[config.mk]
export PLATFORM = sky130hd
export DESIGN_NAME = dcwm_mapper
export DESIGN_NICKNAME = d
export VERILOG_FILES = /design/src/dcwm_pkg.sv /design/src/dcwm_mapper.sv /design/src/dcwm_wdog.sv
export SDC_FILE = /design/constraint.sdc
export NUM_CORES = 1
export LEC_CHECK = 0
export BUFFER_PORTS_ARGS = -buffer_cell sky130_fd_sc_hd__clkbuf_2
export CAP_MARGIN = 20
export CORE_MARGIN = 2
export CORE_UTILIZATION = 40
export CTS_CLUSTER_DIAMETER = 30
export DETAILED_ROUTE_END_ITERATION = 7
export SLEW_MARGIN = 20
export SYNTH_ARGS = -nofsm -noshare
export SYNTH_HDL_FRONTEND = slang
export SYNTH_HIERARCHICAL = 1
export SYNTH_SLANG_ARGS = --single-unit
[constraint.sdc]
create_clock -name pclk -period 2.94 [get_ports pclk]
set_input_delay 0.294 -clock pclk [delete_from_list [all_inputs] [get_ports pclk]]
set_output_delay 0.294 -clock pclk [all_outputs]
set_load 0.005 [all_outputs]
[src/dcwm_pkg.sv]
// Purpose: constants and types shared by the drive control word mapper
// Assumes: 32-bit APB, 100 MHz pclk
// Notes:   offsets are byte addresses of aligned words
`default_nettype none
package dcwm_pkg;
    // ----------------------------------------
    // register map
    // ----------------------------------------
    localparam logic [7:0] DCWM_OFF_FLAGS  = 8'h00;
    localparam logic [7:0] DCWM_OFF_CWORD  = 8'h04;
    localparam logic [7:0] DCWM_OFF_GATE   = 8'h08;
    localparam logic [7:0] DCWM_OFF_IRQ_ST = 8'h0C;
    localparam logic [7:0] DCWM_OFF_IRQ_EN = 8'h10;
    localparam logic [7:0] DCWM_OFF_IRQ_CL = 8'h14;
    localparam logic [7:0] DCWM_OFF_PARAM  = 8'h18;
    localparam logic [7:0] DCWM_OFF_STAT   = 8'h1C;
    localparam logic [7:0] DCWM_OFF_SCAN   = 8'h20;
    // ----------------------------------------
    // reset values
    // ----------------------------------------
    localparam logic [14:0] DCWM_CWORD_RST = 15'h0000;
    localparam logic [15:0] DCWM_FLAGS_RST = 16'h0000;
    localparam logic [9:0]  DCWM_PARAM_RST = 10'h000;
    // ----------------------------------------
    // control word fields
    // ----------------------------------------
    localparam int DCWM_B_ENABLE   = 0;
    localparam int DCWM_B_RUN_FWD  = 1;
    localparam int DCWM_B_JOG      = 2;
    localparam int DCWM_B_RUN_REV  = 3;
    localparam int DCWM_B_FWD_REV  = 4;
    localparam int DCWM_B_RUN      = 5;
    localparam int DCWM_B_NOT_STOP = 6;
    localparam int DCWM_B_AUTO     = 7;
    localparam int DCWM_B_REF_SEL  = 8;
    localparam int DCWM_B_JOG_REV  = 9;
    localparam int DCWM_B_TRIP     = 12;
    localparam int DCWM_B_RESET    = 13;
    localparam int DCWM_B_WDOG     = 14;
    localparam logic [14:0] DCWM_CWORD_MASK = 15'h73FF;
    // event flag bits
    localparam int DCWM_F_DEFAULTS = 0;
    localparam int DCWM_F_MODE     = 1;
    // ----------------------------------------
    // timing
    // ----------------------------------------
    localparam int DCWM_CLK_MHZ     = 100;
    localparam int DCWM_SCAN_US     = 4000;
    localparam int DCWM_SCAN_CYC    = DCWM_SCAN_US * DCWM_CLK_MHZ;
    localparam int DCWM_WDOG_MS     = 1000;
    localparam int DCWM_WDOG_CYC    = DCWM_WDOG_MS * 1000 * DCWM_CLK_MHZ;
endpackage : dcwm_pkg
`default_nettype wire

[src/dcwm_mapper.sv]
// Purpose: event flags, control word, gate and sequencer input selection
// Assumes: APB slave on pclk, one wait-free access phase
// Notes:   inputs from the drive are synchronised before use
`default_nettype none
// Summary of operation
// - defaults-loaded-and-saved event sets event flag bit 0.
// - mode-changed-and-saved event sets event flag bit 1.
// - event flags are sticky, cleared only by power-up reset.
// - gate zero: control word has no effect on anything.
// - gate one: control word bits may drive sequencer and functions.
// - bits 0..9 map enable, runs, jog, direction, not-stop, auto, reference, jog reverse.
// - bits 10,11 reserved; 12 trip, 13 reset, 14 keypad watchdog.
// - bits 0-6,9 override parameters only when gated and auto bit set.
// - bit 12 trips drive when gated; trip holds until bit or gate clears.
// - gated rising edge of bit 13 resets drive; reset parameter untouched.
// - gated rising edge of bit 14 arms/services watchdog; timeout trips and disarms.
module dcwm_mapper
    import dcwm_pkg::*;
#(
    parameter int unsigned WDOG_CYC = DCWM_WDOG_CYC,
    parameter int unsigned SCAN_CYC = DCWM_SCAN_CYC
) (
    // apb
    input  wire logic        pclk,
    input  wire logic        presetn,
    input  wire logic        psel,
    input  wire logic        penable,
    input  wire logic        pwrite,
    input  wire logic [7:0]  paddr,
    input  wire logic [31:0] pwdata,
    output logic             pready,
    output logic             pslverr,
    output logic [31:0]      prdata,
    // drive events (asynchronous levels, pulses by edge)
    input  wire logic        defaults_saved,
    input  wire logic        mode_change_saved,
    // sequencer inputs
    output logic             seq_drive_enable,
    output logic             seq_run_forward,
    output logic             seq_jog,
    output logic             seq_run_reverse,
    output logic             seq_direction_select,
    output logic             seq_run,
    output logic             seq_not_stop,
    output logic             seq_jog_reverse,
    output logic             reference_select,
    // drive functions
    output logic             control_word_trip,
    output logic             comms_loss_trip,
    output logic             drive_reset_pulse,
    output logic             scan_tick,
    // interrupt
    output logic             irq
);
    // ----------------------------------------
    // input synchronisers
    // ----------------------------------------
    logic [1:0] ev_meta_reg;
    logic [1:0] ev_sync_reg;
    logic [1:0] ev_prev_reg;
    always_ff @(posedge pclk or negedge presetn) begin
        if (!presetn) begin
            ev_meta_reg <= 2'h0;
            ev_sync_reg <= 2'h0;
            ev_prev_reg <= 2'h0;
        end else begin
            ev_meta_reg <= {mode_change_saved, defaults_saved};
            ev_sync_reg <= ev_meta_reg;
            ev_prev_reg <= ev_sync_reg;
        end
    end
    wire logic [1:0] ev_rise = ev_sync_reg & ~ev_prev_reg;

    // ----------------------------------------
    // apb decode
    // ----------------------------------------
    wire logic acc      = psel && penable;
    wire logic wr_acc   = acc && pwrite;
    wire logic hit_flag = (paddr == DCWM_OFF_FLAGS);
    wire logic hit_cw   = (paddr == DCWM_OFF_CWORD);
    wire logic hit_gate = (paddr == DCWM_OFF_GATE);
    wire logic hit_ist  = (paddr == DCWM_OFF_IRQ_ST);
    wire logic hit_ien  = (paddr == DCWM_OFF_IRQ_EN);
    wire logic hit_icl  = (paddr == DCWM_OFF_IRQ_CL);
    wire logic hit_par  = (paddr == DCWM_OFF_PARAM);
    wire logic hit_stat = (paddr == DCWM_OFF_STAT);
    wire logic hit_scan = (paddr == DCWM_OFF_SCAN);
    wire logic hit_any  = hit_flag | hit_cw | hit_gate | hit_ist | hit_ien
                        | hit_icl | hit_par | hit_stat | hit_scan;
    wire logic wr_cw    = wr_acc && hit_cw;
    wire logic wr_gate  = wr_acc && hit_gate;
    wire logic wr_ien   = wr_acc && hit_ien;
    wire logic wr_icl   = wr_acc && hit_icl;
    wire logic wr_par   = wr_acc && hit_par;
    assign pready  = 1'b1;
    assign pslverr = acc && !hit_any;

    // ----------------------------------------
    // registers
    // ----------------------------------------
    logic [15:0] drive_event_flags_reg;
    logic [14:0] sequencer_control_word_reg;
    logic        control_word_gate_reg;
    logic [9:0]  param_reg;
    logic [3:0]  irq_st_reg;
    logic [3:0]  irq_en_reg;
    logic [31:0] prdata_reg;
    logic [15:0] flags_next;
    logic [3:0]  irq_st_next;

    // only set paths exist, so the flags can only clear at reset
    assign flags_next = drive_event_flags_reg | {14'h0000, ev_rise};

    always_ff @(posedge pclk or negedge presetn) begin
        if (!presetn) begin
            drive_event_flags_reg <= DCWM_FLAGS_RST;
        end else begin
            drive_event_flags_reg <= flags_next;
        end
    end

    always_ff @(posedge pclk or negedge presetn) begin
        if (!presetn) begin
            sequencer_control_word_reg <= DCWM_CWORD_RST;
            control_word_gate_reg      <= 1'b0;
            param_reg                  <= DCWM_PARAM_RST;
            irq_en_reg                 <= 4'h0;
        end else begin
            if (wr_cw) begin
                sequencer_control_word_reg <= pwdata[14:0] & DCWM_CWORD_MASK;
            end
            if (wr_gate) begin
                control_word_gate_reg <= pwdata[0];
            end
            if (wr_par) begin
                param_reg <= pwdata[9:0];
            end
            if (wr_ien) begin
                irq_en_reg <= pwdata[3:0];
            end
        end
    end

    // ----------------------------------------
    // control word mapping
    // ----------------------------------------
    wire logic [14:0] cw      = sequencer_control_word_reg;
    wire logic        gated   = control_word_gate_reg;
    wire logic        seq_ovr = gated && cw[DCWM_B_AUTO];
    logic [9:0]       seq_sel;
    logic [9:0]       seq_reg;
    assign seq_sel = seq_ovr ? cw[9:0] : param_reg;

    logic             ref_reg;
    logic             ref_next;
    assign ref_next = gated ? cw[DCWM_B_REF_SEL] : param_reg[DCWM_B_REF_SEL];

    // sequencer sees the selection once per scan
    logic [31:0] scan_cnt_reg;
    logic        scan_tick_reg;
    wire logic   scan_end = (scan_cnt_reg >= SCAN_CYC - 1);
    always_ff @(posedge pclk or negedge presetn) begin
        if (!presetn) begin
            scan_cnt_reg  <= 32'h0000_0000;
            scan_tick_reg <= 1'b0;
            seq_reg       <= DCWM_PARAM_RST;
            ref_reg       <= 1'b0;
        end else begin
            scan_cnt_reg  <= scan_end ? 32'h0000_0000 : scan_cnt_reg + 32'h0000_0001;
            scan_tick_reg <= scan_end;
            ref_reg       <= ref_next;
            if (scan_end) begin
                seq_reg <= seq_sel;
            end
        end
    end
    assign seq_drive_enable     = seq_reg[DCWM_B_ENABLE];
    assign seq_run_forward      = seq_reg[DCWM_B_RUN_FWD];
    assign seq_jog              = seq_reg[DCWM_B_JOG];
    assign seq_run_reverse      = seq_reg[DCWM_B_RUN_REV];
    assign seq_direction_select = seq_reg[DCWM_B_FWD_REV];
    assign seq_run              = seq_reg[DCWM_B_RUN];
    assign seq_not_stop         = seq_reg[DCWM_B_NOT_STOP];
    assign seq_jog_reverse      = seq_reg[DCWM_B_JOG_REV];
    assign reference_select     = ref_reg;
    assign scan_tick            = scan_tick_reg;

    // ----------------------------------------
    // trip, reset and watchdog
    // ----------------------------------------
    logic trip_reg;
    logic rst_prev_reg;
    logic wd_prev_reg;
    logic reset_pulse_reg;
    logic cl_trip_reg;
    wire logic rst_bit  = gated && cw[DCWM_B_RESET];
    wire logic wd_bit   = gated && cw[DCWM_B_WDOG];
    wire logic rst_rise = rst_bit && !rst_prev_reg;
    wire logic wd_rise  = wd_bit && !wd_prev_reg;
    wire logic wd_expire;
    wire logic wd_armed;

    dcwm_wdog #(
        .TIMEOUT_CYC (WDOG_CYC)
    ) u_wdog (
        .pclk    (pclk),
        .presetn (presetn),
        .service (wd_rise),
        .armed   (wd_armed),
        .expire  (wd_expire)
    );

    always_ff @(posedge pclk or negedge presetn) begin
        if (!presetn) begin
            trip_reg        <= 1'b0;
            rst_prev_reg    <= 1'b0;
            wd_prev_reg     <= 1'b0;
            reset_pulse_reg <= 1'b0;
            cl_trip_reg     <= 1'b0;
        end else begin
            rst_prev_reg    <= rst_bit;
            wd_prev_reg     <= wd_bit;
            reset_pulse_reg <= rst_rise;
            // trip stays while bit 12 is set; a drive reset cannot clear it
            trip_reg        <= gated && cw[DCWM_B_TRIP];
            if (wd_expire) begin
                cl_trip_reg <= 1'b1;
            end else if (rst_rise) begin
                cl_trip_reg <= 1'b0;
            end
        end
    end
    assign control_word_trip = trip_reg;
    assign drive_reset_pulse = reset_pulse_reg;
    assign comms_loss_trip   = cl_trip_reg;

    // ----------------------------------------
    // interrupts
    // ----------------------------------------
    // bit 2 marks only the cycle in which the control word trip starts
    wire logic       trip_rise = gated && cw[DCWM_B_TRIP] && !trip_reg;
    wire logic [3:0] irq_ev    = {wd_expire, trip_rise, ev_rise};
    // set wins over a clear in the same cycle
    assign irq_st_next = (irq_st_reg & ~({4{wr_icl}} & pwdata[3:0])) | irq_ev;
    always_ff @(posedge pclk or negedge presetn) begin
        if (!presetn) begin
            irq_st_reg <= 4'h0;
        end else begin
            irq_st_reg <= irq_st_next;
        end
    end
    assign irq = |(irq_st_reg & irq_en_reg);

    // ----------------------------------------
    // read mux
    // ----------------------------------------
    wire logic [31:0] stat_word = {26'h000_0000, wd_armed, cl_trip_reg, trip_reg,
                                   seq_ovr, gated, reset_pulse_reg};
    wire logic [31:0] rd_mux =
          hit_flag ? {16'h0000, drive_event_flags_reg}
        : hit_cw   ? {17'h0_0000, sequencer_control_word_reg}
        : hit_gate ? {31'h0000_0000, control_word_gate_reg}
        : hit_ist  ? {28'h000_0000, irq_st_reg}
        : hit_ien  ? {28'h000_0000, irq_en_reg}
        : hit_par  ? {22'h00_0000, param_reg}
        : hit_stat ? stat_word
        : hit_scan ? scan_cnt_reg
        : 32'h0000_0000;
    always_ff @(posedge pclk or negedge presetn) begin
        if (!presetn) begin
            prdata_reg <= 32'h0000_0000;
        end else if (psel && !penable && !pwrite) begin
            prdata_reg <= rd_mux;
        end
    end
    assign prdata = prdata_reg;

    // ----------------------------------------
    // checks
    // ----------------------------------------
    chk_flag_defaults: assert property (@(posedge pclk) disable iff (!presetn)
        $rose(ev_sync_reg[0]) |=> drive_event_flags_reg[DCWM_F_DEFAULTS])
        else $error("defaults flag not set");
    chk_flag_mode: assert property (@(posedge pclk) disable iff (!presetn)
        $rose(ev_sync_reg[1]) |=> drive_event_flags_reg[DCWM_F_MODE])
        else $error("mode flag not set");

    chk_flag_sticky: assert property (@(posedge pclk) disable iff (!presetn)
        drive_event_flags_reg[1:0] != 2'h0 |=> ($past(drive_event_flags_reg[1:0])
        & ~drive_event_flags_reg[1:0]) == 2'h0) else $error("event flag cleared");

    chk_gate_off: assert property (@(posedge pclk) disable iff (!presetn)
        !gated |=> !trip_reg && !reset_pulse_reg) else $error("control word acted ungated");

    chk_ovr_map: assert property (@(posedge pclk) disable iff (!presetn)
        scan_end && seq_ovr |=> seq_reg == $past(cw[9:0])) else $error("override not taken");
    chk_param_keep: assert property (@(posedge pclk) disable iff (!presetn)
        scan_end && !seq_ovr |=> seq_reg == $past(param_reg)) else $error("params lost control");
    chk_scan_hold: assert property (@(posedge pclk) disable iff (!presetn)
        !scan_end |=> $stable(seq_reg))
        else $error("sequencer inputs moved mid scan");
    // bit 8 follows the gate alone, the auto bit has no say in it
    chk_ref_gated: assert property (@(posedge pclk) disable iff (!presetn)
        gated |=> ref_reg == $past(cw[DCWM_B_REF_SEL]))
        else $error("reference not taken from word");

    chk_trip_hold: assert property (@(posedge pclk) disable iff (!presetn)
        gated && cw[DCWM_B_TRIP] |=> trip_reg) else $error("trip not held");
    chk_trip_release: assert property (@(posedge pclk) disable iff (!presetn)
        !(gated && cw[DCWM_B_TRIP]) |=> !trip_reg)
        else $error("trip outlived its bit");

    chk_reset_edge: assert property (@(posedge pclk) disable iff (!presetn)
        rst_rise |=> reset_pulse_reg ##1 !reset_pulse_reg) else $error("reset pulse wrong");
    chk_reset_gated: assert property (@(posedge pclk) disable iff (!presetn)
        reset_pulse_reg |-> $past(gated))
        else $error("reset pulse without gate");

    chk_reserved_zero: assert property (@(posedge pclk) disable iff (!presetn)
        cw[11:10] == 2'h0) else $error("reserved bits stored");
    chk_wdog_trip: assert property (@(posedge pclk) disable iff (!presetn)
        wd_expire |=> comms_loss_trip && !wd_armed) else $error("no comms loss trip");
    chk_loss_keep: assert property (@(posedge pclk) disable iff (!presetn)
        comms_loss_trip && !wd_expire && !rst_rise |=> comms_loss_trip)
        else $error("comms loss trip dropped");
    chk_loss_cause: assert property (@(posedge pclk) disable iff (!presetn)
        $rose(comms_loss_trip) |-> $past(wd_expire))
        else $error("comms loss trip unprompted");

    cov_override: cover property (@(posedge pclk) seq_ovr && scan_end);
    cov_trip: cover property (@(posedge pclk) $rose(trip_reg));
    cov_reset: cover property (@(posedge pclk) rst_rise);
    cov_wdog_expire: cover property (@(posedge pclk) wd_expire);
    cov_mode_flag: cover property (@(posedge pclk) $rose(drive_event_flags_reg[DCWM_F_MODE]));
endmodule // dcwm_mapper
`default_nettype wire

[src/dcwm_wdog.sv]
// Purpose: comms watchdog for the control word mapper
// Assumes: service is a one-cycle pulse on pclk
// Notes:   disarms itself when it expires
`default_nettype none
module dcwm_wdog
    import dcwm_pkg::*;
#(
    parameter int unsigned TIMEOUT_CYC = DCWM_WDOG_CYC
) (
    // clock and reset
    input  wire logic pclk,
    input  wire logic presetn,
    // control
    input  wire logic service,
    // status
    output logic      armed,
    output logic      expire
);
    logic [31:0] cnt_reg;
    logic        armed_reg;
    logic        expire_reg;
    wire logic   at_end = armed_reg && (cnt_reg >= TIMEOUT_CYC - 1);

    always_ff @(posedge pclk or negedge presetn) begin
        if (!presetn) begin
            cnt_reg    <= 32'h0000_0000;
            armed_reg  <= 1'b0;
            expire_reg <= 1'b0;
        end else begin
            expire_reg <= !service && at_end;
            if (service) begin
                armed_reg <= 1'b1;
                cnt_reg   <= 32'h0000_0000;
            end else if (at_end) begin
                armed_reg <= 1'b0;
                cnt_reg   <= 32'h0000_0000;
            end else if (armed_reg) begin
                cnt_reg   <= cnt_reg + 32'h0000_0001;
            end
        end
    end
    assign armed  = armed_reg;
    assign expire = expire_reg;

    chk_wdog_disarm: assert property (@(posedge pclk) disable iff (!presetn)
        expire |-> !armed_reg) else $error("watchdog still armed after expiry");
endmodule // dcwm_wdog
`default_nettype wire

# [After elaboration in Yosys (flattened, before gate mapping)]
# Index checks and enable logic that the tools add are counted.
[totals] register_bits=169 in_bits=47 output_inout_bits=48 word_cells=99
[classes] n_addsub=2 order_cmp=2 n_eq_ne=8 muxes=18 bitwise=16 n_reduce_logical=31
[op_table] op="two-way mux 32 bit" n=12
[op_table] op="adder 32 x 1 -> 32 bit (second input constant)" n=2
[op_table] op="equality test 8 x 5 -> 1 bit (second input constant)" n=4
[op_table] op=">= comparator 32 x 19 -> 1 bit (second input constant)" n=1
[op_table] op=">= comparator 32 x 27 -> 1 bit (second input constant)" n=1
[op_table] op="logical AND 1 bit" n=19
[op_table] op="equality test 8 x 4 -> 1 bit (second input constant)" n=2
[op_table] op="bitwise OR 16 x 2 -> 16 bit" n=1
[op_table] op="bitwise AND 4 bit" n=3
[op_table] op="two-way mux 10 bit" n=1
[op_table] op="equality test 8 x 3 -> 1 bit (second input constant)" n=1
[op_table] op="equality test 8 x 6 -> 1 bit (second input constant)" n=1
[op_table] op="zero test 8 bit" n=1
[op_table] op="bitwise OR 1 bit" n=8
[op_table] op="zero test 1 bit" n=7
[op_table] op="two-way mux 1 bit" n=5
[op_table] op="inverter 4 bit" n=1
[op_table] op="bitwise OR 4 bit" n=1
[op_table] op="nonzero test 2 bit" n=2
[op_table] op="OR reduction 4 bit" n=1
[op_table] op="nonzero test 3 bit" n=1
[op_table] op="bitwise AND 2 bit" n=1
[op_table] op="inverter 2 bit" n=1

# [Logic depth before layout (Yosys ltp)]
# Gate-level depths: netlist of run 1.
[depth] depth_word=11 mapped_depth=9 depth_no_buf=6

# [Hierarchy]
# Netlist of run 1, hierarchy kept.
[modules_own_cells] module="dcwm_mapper" instances=1 cells_each=411 area_per_inst_um2=5083.6
[modules_own_cells] module="dcwm_wdog" instances=1 cells_each=224 area_per_inst_um2=2000.7

# [Worst setup path before layout of run 1]
# Ideal clock, no wire load.
[synth_path] path_type="register to register" from="register scan_cnt_reg[0]" to="register seq_reg[0]" setup_ps=125 t_arrival_ps=1954 t_required_ps=2815 setup_slack_ps=861 path_stages_with_launch=7 path_buffers=0 cell_sequence="dfrtp_1 ha_1 nand3_1 o21ai_0 a21oi_1 o41ai_4 mux2_2"
[synth_via] elab_chain_cells=1
[synth_rtl] item="start, declared" line_no="dcwm_mapper.sv:159" source="logic [31:0] scan_cnt_reg;"
[synth_rtl] item="start signal, assigned" line_no="dcwm_mapper.sv:169" source="scan_cnt_reg <= scan_end ? 32'h0000_0000 : scan_cnt_reg + 32'h0000_0001;"
[synth_rtl] item=">= comparator 32 x 19 -> 1 bit" line_no="dcwm_mapper.sv:161" source="wire logic scan_end = (scan_cnt_reg >= SCAN_CYC - 1);"
[synth_rtl] item="end signal, assigned" line_no="dcwm_mapper.sv:173" source="seq_reg <= seq_sel;"
[synth_rtl] item="end, declared" line_no="dcwm_mapper.sv:151" source="logic [9:0] seq_reg;"
# Every way passes these cells.
# A chain may end at the register's enable or synchronous reset.

# [Final worst setup path of run 1]
# Same ends and word-level chain as after synthesis.

==> results, run 1 <==
- The number of max-slew violations in the final report is 0.
- The aggregate global-route resource usage is 0.185.
- Across the VDD grid, the largest voltage drop is ~0.41 mV.
- The first global-routing pass estimated 27100 microns of wire.
- STA classifies the critical path endpoint as a flop.
- The clock passes through at most 2 buffers.
- The number of buffers added to fix hold violations after cts is 3.
- The initial standard-cell utilization of the core is 0.410.
- The shortest period the worst path allows is 2450 ps.
- In the synthesized netlist the async set-or-reset flop fraction comes to 1.00.
- The pre-antenna-repair detailed-routing pass consisted of 5 iterations.
- The layout cell share with drive strength beyond 1 is 0.257.
- The count of input and output buffers is 74.
- Of all nets on the critical path, the largest fanout is 10.
- The total detailed-routing wirelength is 16500 microns.
- The width of the chip is 137 microns.
- The design draws 4.56 mW.
- The commonest cells after synthesis are dfrtp_1 (153), nand2_1 (52), mux2_2 (48), nand3_1 (39), nor2_1 (39).
- The number of failing hold endpoints at the final stage is 0.
- Clock tree synthesis inserted a total of 17 buffers.
- The analysis attributes to cell leakage a power of 3.80 nW.
- On the worst path, the slowest cell contributes a delay of 490 ps.
- The detailed router placed about 5300 vias in this run.
- The clock sink total is 153.
- The cell count after synthesis came out at 635.
- By area the synthesized netlist is led by dfrtp_1 (54%), mux2_2 (7.6%), a22o_1 (2.8%).
- The type of the most critical hold path is input port to flop.
- The clock root buffer is clkbuf_16.
- Buffers added to address setup during post-CTS repair amount to 0.
- The combined area of all synthesized cells is 7080 sq um.
- During synthesis, Yosys emitted a total of 6 warnings.
- Across all register-to-register paths, the minimum setup slack is 490 ps.
- The power per cell area is 543 nW/um^2.
- The setup-violating endpoint count in the final report is 0.
- The area enclosed by the die boundary is 18800 sq um.
- The number of global-route vias before repair is approximately 5400.
- Max-cap violations in this run came to 0.
- The share of the yosys chip area belonging to registers is 0.540.
- The floorplan step set the die height to roughly 140 microns.
- Data arrives at the worst endpoint at between 2000 and 3000 ps.
- The number of cells upsized or downsized after cts is 0.
- Yosys mapped a number of flops with a built-in enable equal to 0.
- The number of antenna-violating nets in the routed design is 0.
- The wire length per cell is 17.2 microns.
- The area of the core region is ~17000 sq um.
- At the end of the flow, the number of nets in the layout was 777.
- Registers take around 3800 sq um.
- The critical path starts at scan_cnt_reg[0].
- Walking the worst path, the cells encountered are ha_1 -> nand3_1 -> o21ai_0 -> a21oi_1 -> o41ai_4 -> buf_4 -> mux2_2.
- Measured against its own limit, the worst slew margin works out to 0.473.
- between 90 and 100 I/O pins were placed.
- The run finished with clean final reports.
- Routability-driven placement finished with a final weighted congestion of 0.831.
- The accumulated negative setup slack is 0 ps.
- The worst register-to-register path begins at scan_cnt_reg[0].
- Summing all multi-input logic gate instances after layout gives 3060 sq um.
- The cell family contributing the most delay on the critical path is compound AO/OA/AOI/OAI gates.
- The transition at the pin with the smallest max-transition slack is between 700 and 800 ps.
- The startpoint kind of the worst setup timing path is a flop.
- The slowest cell on the critical path is o41ai_4.
- The startpoint of the lowest-slack hold path is pwdata[6].
- The main flop type after synthesis is dfrtp_1.
- For this block, the initial DRC count from the detailed router was 343.
- The DRC violation count after routing is 0.
- The maximum level of the CTS H-tree is 4.
- The antenna cell count is 0.
- After routing the design area is 8400 sq um.
- The required time at the worst-slack endpoint is between 3000 and 4000 ps.
- The cell type contributing the most total cell area after synthesis is dfrtp_1.
- The number of buffer and inverter stages on the critical path is 1.
- The maximum operating frequency is around 410 MHz.
- The maximum clock skew at final layout is about 5.3 ps.
- Of the post-synthesis cell area, the dominant cell type holds 0.540.
- The count of distinct cell types in the synthesized netlist is 71.
- The minimum setup slack in the final design is 495 ps.
- After detailed routing, the number of vias per cell comes to approximately 5.5.
- Row generation in the floorplan step produced 48 rows.
- Counting flops and latches in the post-synthesis netlist gives 153.
- The pin count of the biggest net entering global routing is 72.
- Each instance of the synthesized netlist takes up on average 11.2 sq um.
- The ratio of final minimum period to clock period is 0.832.
- Before CTS, the worst setup slack after placement is 488 ps.
- The TritonCTS clock tree is yes.
- Summed over all nets, the half-perimeter wirelength after detailed placement is about 12000 microns.
- Summing all placed instances gives a cell area of roughly 7800 sq um.
- The number of antenna violations at the first check in global routing came to 0.
- The area added between synthesis and finish is 18.5%.
- The clock latency at the later pin of the worst-skew pair is 410 ps.
- The setup path with the least slack is of type flop to flop.
- The total congestion overflow is 0.
- Clock-pin slew was measured on the worst setup and hold paths at approximately 60 ps.
- The most common cell in the synthesized netlist is dfrtp_1.
- The final-layout fill cell count is 1559.
- Setup repair after global routing left no endpoint under its margin.
[power breakdown]
group / internal, mW / switching, mW / total (mW)
clock network: 1.41 / 0.843 / 2.25
logic: 0.0531 / 0.109 / 0.162
registers: 2.14 / 0.0182 / 2.15
total: 3.59 / 0.970 / 4.56
[layout make-up]
cell class                 instances  share of cell area
clock buffer                      17              0.0507
sequential                       153               0.456
timing repair buffer              95              0.0660
tap                              225              0.0335
multi-input combinational        442               0.364
clock inverter                    13              0.0215
inverter                          19             0.00849
[path summary, 6_finish.rpt]
path	end	depth (start not counted)
worst max-delay path	seq_reg[0]	7
worst min-delay path	cw[6]	2
worst max register to register	seq_reg[0]	7
worst min register to register	ev_sync_reg[1]	0
max in group asynchronous	reference_select	3
min in group asynchronous	prdata[29]	2
[routing by layer]
layer,GRT usage,wire (microns),up-vias
li1,-,-,2519
met1,0.237,7340,2656
met2,0.307,8180,126
met3,0.0381,659,23
met4,0.0727,361,0
met5,0,0,-
[stage by stage]
| step | util | hold slack (ps) | cells |
|---|---|---|---|
| floorplan | - | -1.59 | 647 |
| global placement | 0.449 | 333 | 931 |
| detailed placement | 0.449 | 338 | 931 |
| CTS | 0.486 | 112 | 964 |
| global route | 0.486 | 117 | 964 |
| finish | 0.486 | 125 | 964 |
[cell families (layout without fill, tap and decap cells)]
| kind of cell | after synthesis | after routing | synth area share |
|---|---|---|---|
| AOI/OAI and AO/OA | 137 | 137 | 0.146 |
| xor gates and xnor gates | 16 | 16 | 0.0198 |
| adders and majority gates | 2 | 2 | 0.00353 |
| buffers and inverters | 52 | 144 | 0.0350 |
| DFF | 153 | 153 | 0.540 |
| muxes | 52 | 52 | 0.0820 |
| other | 2 | 14 | 0.00106 |
| and+or+nand+nor | 221 | 221 | 0.172 |
[placed cells by master (no fill, tap or decap), types with 10 or more instances in the layout]
| master | instances |
|---|---|
| a21oi_1 | 16 |
| a22o_1 | 23 |
| a22oi_1 | 16 |
| a31oi_1 | 17 |
| buf_4 | 17 |
| clkbuf_16 | 17 |
| clkbuf_2 | 73 |
| conb_1 | 14 |
| dfrtp_1 | 153 |
| inv_1 | 19 |
| mux2_2 | 48 |
| nand2_1 | 52 |
| nand3_1 | 39 |
| nand4_1 | 16 |
| nor2_1 | 39 |
| o21ai_0 | 10 |
| xor2_1 | 10 |
Note: power is estimated with default switching activity, not from simulation.
==> inputs of run 2 (changes only) <==
--- a/config.mk
+++ b/config.mk
@@ -5,6 +5,7 @@
 export SDC_FILE = /design/constraint.sdc
 export NUM_CORES = 1
 export LEC_CHECK = 0
+export ABC_AREA = 1
 export BUFFER_PORTS_ARGS = -buffer_cell sky130_fd_sc_hd__clkbuf_2
 export CAP_MARGIN = 20
 export CORE_MARGIN = 2
==> constraint.sdc (replaced) <==
create_clock -name pclk -period 2.45 [get_ports pclk]
set_input_delay 0.245 -clock pclk [delete_from_list [all_inputs] [get_ports pclk]]
set_output_delay 0.245 -clock pclk [all_outputs]
set_load 0.005 [all_outputs]
==> run 2 against run 1 <==
Sequential cell count unchanged. Routed wire length up 2.8%. Via count up 9.3%. Highest routed layer unchanged. Critical path type unchanged. Global-route usage down 0.16 points.
==> results, run 2 <==
- The run finished with clean final reports.
- After synthesis, the mean cell area works out to 8.41 sq um.
- Following the worst setup path forward leads to its endpoint at u_wdog/cnt_reg[7].
- The number of flops mapped to enable cells by yosys is 0.
- After detailed routing, the number of vias per cell comes to roughly 4.8.
- In the post-synthesis netlist, the biggest area contributors are dfrtp_1 (52%), nand2_1 (12%), inv_1 (5.2%).
- The switching power of the nets is about 1.3 mW.
- The maximum clock skew at final layout is between 9 and 10 ps.
- Global routing finished with a remaining overflow of 0.
- The most frequent standard cell in the layout excluding fill and tap cells is nand2_1.
- The layout has 1750 filler cells.
- The main flop type after synthesis is dfrtp_1.
- The share of total power dissipated in combinational logic is 0.033.
- The clock latency at the later pin of the worst-skew pair is 420 ps.
- The number of iterations in the first detailed-routing pass is 5.
- In this run, distinct cell masters in the synthesized netlist total 46.
- The number of max-slew violations in the final report came to 0.
- The post-synthesis cell count is slightly below 900.
- The met1 track demand over resource is 0.256.
- The transition at the pin with the smallest max-transition slack is roughly 960 ps.
- The layout cell share with drive strength beyond 1 is 0.176.
- After clock tree synthesis, the clock-pin slew on the worst setup and hold paths is 60 ps.
- The nature of the critical path endpoint is a flop.
- The global-route track usage on met3 is 0.0420.
- TritonCTS created 17 clock buffers.
- The post-detailed-placement half-perimeter wirelength is 12300 microns.
- The number of failing hold endpoints at the final stage is 0.
- The share of the Yosys chip area taken by registers is 0.520.
- Yosys instantiated no cell more often than nand2_1.
- The initial standard-cell utilization of the core is 0.408.
- The number of setup buffers added after CTS is 0.
- The maximum level of the CTS H-tree is 4.
- The final worst hold slack is between 60 and 70 ps.
- The accumulated negative setup slack is 0 ps.
- In the global route stage, overall resource usage came out at 0.184.
- The power per cell area is between 600 and 700 nW/um^2.
- The biggest area contributor in the post-synthesis netlist is dfrtp_1.
- No sink is reached through more buffers than the 2 on the longest clock path.
- The worst register-to-register path ends at u_wdog/cnt_reg[7].
- The leakage power is 4.13 nW.
- The fraction of power spent switching nets is 0.233.
- Sorting the synthesized cells by how often they occur yields nand2_1 (244), dfrtp_1 (153), inv_1 (101), nor2_1 (98), o21ai_0 (66).
- The number of cells traversed by the worst register-to-register path is 9.
- Max-cap violations in this run came to 0.
- The number of antenna violations at the first check in global routing is 0.
- Measured against its own limit, the worst slew margin works out to 0.355.
- The launching point of the worst reg2reg path is u_wdog/cnt_reg[0].
- The setup-violating endpoint count in the final report is 0.
- The shortest period the worst path allows is 1980 ps.
- The share of total power in the clock network is 0.490.
- The total detailed-routing wirelength is 17000 microns.
- Relative to the synthesized area, the layout overhead comes to 17.6%.
- The launching element of the worst setup path is u_wdog/cnt_reg[0].
- The global placer's final weighted congestion is 0.882.
- The number of placement rows is 49.
- The ratio of final minimum period to clock period is 0.808.
- In the final design database the tool counted approximately 1000 nets.
- The number of instances on the worst hold path is 2.
- Leaving out fill and tap cells, the most frequent cells in the layout are nand2_1 (244), dfrtp_1 (153), inv_1 (101), nor2_1 (98), clkbuf_2 (73).
- The internal power summed over all cells is just over 4 mW.
- The routing layer with the top usage in global route is met2.
- The part of the total power dissipated in sequential elements is 0.477.
- The pin count of the biggest net entering global routing is 73.
- The first global-routing pass estimated 28400 microns of wire.
- Setup repair after global routing left no endpoint under its margin.
- The startpoint kind of the worst setup timing path is a flop.
- The critical path class is flop to flop.
- Data arrives at the worst endpoint at between 2000 and 2500 ps.
- The clock root buffer is clkbuf_16.
- The die covers 19500 sq um.
- The number of antenna diodes in the final layout is 0.
- The type of the most critical hold path is input port to flop.
- TritonCTS built the clock tree.
- After synthesis the cells add up to between 7000 and 8000 sq um.
- For this run, the number of Yosys warnings is 6.
- For this run, global-route usage on met2 was measured as 0.281.
- The share of Yosys cell area claimed by the top area cell type is 0.520.
- The first-iteration detailed-routing DRC count is 351.
- The number of cells upsized or downsized after cts is 0.
- STA puts the critical path data required time at 2740 ps.
- The routed layout has 5821 vias.
- After detailed routing, the number of remaining DRC violations is 0.
- The count of input and output buffers is 74.
- Derived from the worst setup path, the maximum achievable clock frequency is ~500 MHz.
- The I/O pin count is 95.
- The number of global-route vias before repair was 5649.
- The wire length per cell is around 14 microns.
- The number of antenna-violating nets in the routed design is 0.
- The maximum resistive drop on vdd is 0.529 mV.
- The floorplan step set the die height to 140 microns.
- The total power after layout is 5.40 mW.
- The region available for standard cell placement spans approximately 18000 sq um.
- The width of the chip is 140 microns.
- Across all register-to-register paths, the minimum setup slack is 470 ps.
- The clock drives 153 sinks.
- The startpoint of the lowest-slack hold path is pwdata[14].
- The number of flip-flops and latches in the synthesized netlist is 153.
- Along the worst path, the maximum fanout reaches 25.
- In the synthesized netlist the async set-or-reset flop fraction comes to 1.00.
==> run 2: cell count changes after synthesis, moves of 9 or more <==
cell     previous run  this run
a31oi_1            17         1
nor2_1             39        98
a22oi_1            16         2
nand2_1            52       244
o21ai_2             0        19
a22o_1             23         0
and3_1              9         0
mux2_2             48        10
inv_1              19       101
o21ai_0            10        66
==> run 2: power by group through the flow <==
stage / registers, mW / logic [mW] / clock network, mW
6_report: 2.57 / 0.180 / 2.64
2_1_floorplan: 2.62 / 0.0729 / 0
3_5_place_dp: 2.62 / 0.183 / 0
5_1_grt: 2.58 / 0.213 / 2.81
4_1_cts: 2.57 / 0.187 / 2.70
3_3_place_gp: 2.62 / 0.180 / 0
==> run 2: layout make-up <==
class                      instances  area [sq um]  area share
tap                              229           287      0.0331
timing repair buffer              88           502      0.0580
multi-input combinational        614          3060       0.354
inverter                         102           383      0.0442
sequential                       153          3830       0.442
clock buffer                      17           425      0.0492
clock inverter                    15           164      0.0189
==> run 2: how the worst min path moves through the flow <==
stage                            to  slack (ps)
floorplan           comms_loss_trip         -50
global placement          prdata[6]         240
detailed placement        prdata[9]         240
CTS                          cw[12]          40
global route                 cw[12]          50
finish                       cw[14]          60
==> run 2: layer usage <==
layer	vias up	wire length, microns
met4	0	281
met1	2702	8370
met5	-	0
met2	125	7700
met3	17	659
li1	2977	-
==> run 2: cell families (layout without fill, tap and decap cells) <==
group	count (synthesis)	in the layout	share of synthesized area
and+or+nand+nor	435	435	0.255
DFF	153	153	0.520
AOI/OAI and AO/OA	123	123	0.0998
buffers and inverters	120	222	0.0692
xor gates and xnor gates	30	30	0.0357
muxes	10	10	0.0153
adders and majority gates	2	2	0.00340
other	2	14	0.00102
==> run 2: repair_timing <==
action / 4_1_cts / 5_1_grt
hold endpoints to repair: 55 / 0
setup endpoints to repair: 0 / 0
hold buffers: 3 / 0
==> run 2: critical path, stage by stage (launching register included) <==
cell and delay, ps:
dfrtp_1 380, ha_1 250, inv_1 110, nor2_4 200
nand2_4 110, nand2_2 80, nand3_2 120, nand4_4 90
buf_4 360, o21ai_0 130
==> run 2: through the flow <==
step,util,setup WS (ps),instances,cell area [sq um]
5_1_grt,0.480,247,1218,8650
2_1_floorplan,-,849,887,7400
3_3_place_gp,0.446,499,1183,8030
4_1_cts,0.480,433,1218,8650
3_5_place_dp,0.446,449,1183,8030
6_report,0.480,470,1218,8650
==> inputs of run 3 (changes only) <==
--- a/config.mk
+++ b/config.mk
@@ -5,7 +5,7 @@
 export SDC_FILE = /design/constraint.sdc
 export NUM_CORES = 1
 export LEC_CHECK = 0
-export ABC_AREA = 1
+export ABC_AREA = 0
 export BUFFER_PORTS_ARGS = -buffer_cell sky130_fd_sc_hd__clkbuf_2
 export CAP_MARGIN = 20
 export CORE_MARGIN = 2
==> constraint.sdc (replaced) <==
create_clock -name pclk -period 2 [get_ports pclk]
set_input_delay 0.2 -clock pclk [delete_from_list [all_inputs] [get_ports pclk]]
set_output_delay 0.2 -clock pclk [all_outputs]
set_load 0.005 [all_outputs]
==> run 3 against run 2 <==
The flow now finishes with violations (setup timing). Clock power rose by 17%. Total power rose by 21%. Clock skew fell by 3.3 ps. Die area fell by 3.6%. Worst hold slack got worse by 29 ps. Global-route usage rose by 1.5 points. First-iteration DRC count fell by 11%. Fmax fell by 1.3%. Highest routed layer unchanged. Setup slack got worse by 480 ps. Routed wire length rose by 1.8%. Cell count fell by 15%.
==> results, run 3 (synthesized netlist as in run 1, its figures left out) <==
- The most frequent standard cell in the layout excluding fill and tap cells is dfrtp_1.
- The multi-input combinational cells in the finished layout cover a total of 3140 sq um.
- Entering global routing, the biggest net connects 57 pins.
- The maximum operating frequency is 499 MHz.
- Counting along the longest clock path gives a buffer depth of 2.
- The maximum single-stage delay on the critical path is ~390 ps.
- The aggregate global-route resource usage is 0.199.
- For flop-to-flop paths, the worst setup slack is -6 ps.
- The wire length on met3 is 796 microns.
- The number of nets in the final layout is 844.
- Pin placement for this block handled 95 I/O pins.
- Setup repair after global routing could not meet its margin everywhere.
- The share of total power in the clock network is 0.474.
- The DRC violation count after routing is 0.
- The slowest stage of the critical path belongs to the cell dfrtp_1.
- The number of max-slew violations in the final report is 0.
- Routed signal wires occupy layers up through met4.
- The total congestion overflow is 0.
- The combinational share of power is 0.040.
- The clock reaches the later pin of the worst-skew pair after 430 ps.
- STA classifies the critical path endpoint as a flop.
- The pre-antenna-repair detailed-routing pass consisted of 5 iterations.
- The leakage power is about 4.1 nW.
- The count of input and output buffers is 74.
- The most prevalent standard cell on the critical path is buf_6.
- The switching power of the nets is 1.55 mW.
- The tree built by TritonCTS fans out to between 150 and 200 sinks.
- In this run the power density over the cells is 722 nW/um^2.
- The critical path class is flop to flop.
- The maximum level of the CTS H-tree is 4.
- The clock arrives with 6.57 ps of skew.
- The wire length of the first global-routing pass is 28900 microns.
- The number of failing hold endpoints at the final stage is 0.
- Registers take approximately 3800 sq um.
- The TritonCTS clock tree is yes.
- The initial standard-cell utilization of the core is 0.410.
- The path class of the tightest hold or removal check is input port to flop.
- The detail route stage leaves a number of antenna-violating nets equal to 0.
- The data arrival time of the critical path is ~2400 ps.
- At the end of routability-driven placement, the weighted congestion stood at roughly 0.87.
- The worst max-slew margin expressed relative to the limit is 0.655.
- After filler insertion, the fill cell instance count of the layout stands at roughly 1500.
- The number of antenna violations at the first check in global routing is 0.
- The total met2 wirelength after detailed routing is 8570 microns.
- The required time at the worst-slack endpoint is 2340 ps.
- The total detailed-routing wirelength is approximately 17000 microns.
- The post-detailed-placement half-perimeter wirelength is ~13000 microns.
- The layout cell share with drive strength beyond 1 is 0.335.
- Across the run, the number of max-cap violations was 0.
- The area of the core region is 17300 sq um.
- The share of total power dissipated in sequential elements is 0.485.
- The number of cells on the worst reg-to-reg path is 7.
- The startpoint kind of the worst setup timing path is a flop.
- The ratio of final minimum period to clock period is 1.00.
- The transition at the pin with the smallest max-transition slack is around 500 ps.
- The wire length per cell is 16.8 microns.
- Clock-pin slew was measured on the worst setup and hold paths at 60 ps.
- The first routing iteration left 313 violations.
- Walking the worst path, the cells encountered are nor4_2 -> o211ai_1 -> a2111oi_4 -> buf_6 -> nand2_4 -> buf_6 -> o22ai_1.
- The number of clock buffers added by TritonCTS is 17.
- Setup violations remaining at the end of the flow were counted as 1.
- The tightest hold path in the finished design has a slack of between 30 and 40 ps.
- The detailed router put a total of 7590 microns of wire on met1.
- The number of global-route vias before repair came to 5658.
- The tree is rooted in a clkbuf_16.
- Before CTS, the worst setup slack after placement is -56.8 ps.
- IR analysis of the VDD net gives a maximum drop of 0.716 mV.
- The area enclosed by the die boundary is 18800 sq um.
- From synthesis to final layout, the design area changed by 27.4%.
- The total power after layout is 6.52 mW.
- The shortest period the worst path allows is ~2000 ps.
- The total vias in the final route is around 5600.
- The fraction of power spent switching nets is 0.238.
- The number of antenna diodes in the final layout is 0.
- Setup slack on the critical path of the routed design comes to -5.96 ps.
- The run finished, with violations left.
- Cell internal power was estimated by the tool at 4.97 mW.
- The worst hold path passes through 2 cells.
- The number of placement rows is 48.
- Leaving out fill and tap cells, the most frequent cells in the layout are dfrtp_1 (153), clkbuf_2 (73), buf_4 (72), nand2_1 (52), mux2_2 (48).
- The via density per instance is 5.38.
- The vertical die dimension is 137 microns.
- The checks that failed: setup timing.
- The width of the chip is 137 microns.
- The largest fanout on the critical path is 6.
run 3: cell count changes in the layout (fill, tap and decap cells not counted), moves of 9 or more:
cell,delta
inv_1,-82
mux2_2,+38
o21ai_0,-57
nand2_1,-192
a22o_1,+23
o21ai_2,-16
buf_4,+62
and3_1,+9
nor2_1,-59
a22oi_1,+13
a31oi_1,+16
run 3: final cells by class:
type                       count  area share
sequential                   153       0.424
timing repair buffer         162       0.126
multi-input combinational    442       0.348
tap                          225      0.0312
clock buffer                  17      0.0471
inverter                      19     0.00790
clock inverter                15      0.0158
run 3: routing by layer:
layer	global-route usage	vias up
met5	0	-
met1	0.252	2730
met4	0.0830	0
li1	-	2663
met3	0.0448	29
met2	0.327	139
run 3: path summary, 6_finish.rpt:
check / startpoint / to
worst max-delay path: u_wdog/cnt_reg[8] / u_wdog/cnt_reg[13]
worst min-delay path: pwdata[6] / cw[6]
worst max register to register: u_wdog/cnt_reg[8] / u_wdog/cnt_reg[13]
worst min register to register: ev_meta_reg[0] / ev_sync_reg[0]
max in group asynchronous: presetn / u_wdog/cnt_reg[7]
min in group asynchronous: presetn / scan_cnt_reg[30]
run 3: metrics by stage:
stage                     utilization  instances  cell area, sq um  setup TNS, ps
final                           0.522       1033              9030          -5.96
after global routing            0.522       1033              9030          -1690
after CTS                       0.515       1028              8900              0
after detailed placement        0.478        992              8260           -525
after global placement          0.478        992              8260          -2.46
after floorplan                     -        647              7130              0
run 3: power by group through the flow:
| stage | clock network, mW | registers (mW) | logic [mW] |
|---|---|---|---|
| 2_1_floorplan | 0 | 3.22 | 0.0821 |
| 5_1_grt | 3.30 | 3.17 | 0.297 |
| 3_5_place_dp | 0 | 3.22 | 0.260 |
| 4_1_cts | 3.16 | 3.16 | 0.266 |
| 6_report | 3.09 | 3.16 | 0.263 |
| 3_3_place_gp | 0 | 3.22 | 0.254 |
run 3: critical path, delay by kind of cell, from the launching register on:
kind	cells	cell delay (ps)
buffers and inverters	2	340
flip-flops	1	390
AO/OA/AOI/OAI	3	770
AND/OR/NAND/NOR	2	420
run 3: what timing repair did:
| action | 4_1_cts | 5_1_grt |
|---|---|---|
| cloned | 0 | 1 |
| setup endpoints to repair | 24 | 28 |
| hold endpoints to repair | 46 | 0 |
| hold buffers | 3 | 0 |
| resized for setup | 9 | 20 |
| pin swaps | 3 | 8 |
| setup buffers | 1 | 5 |
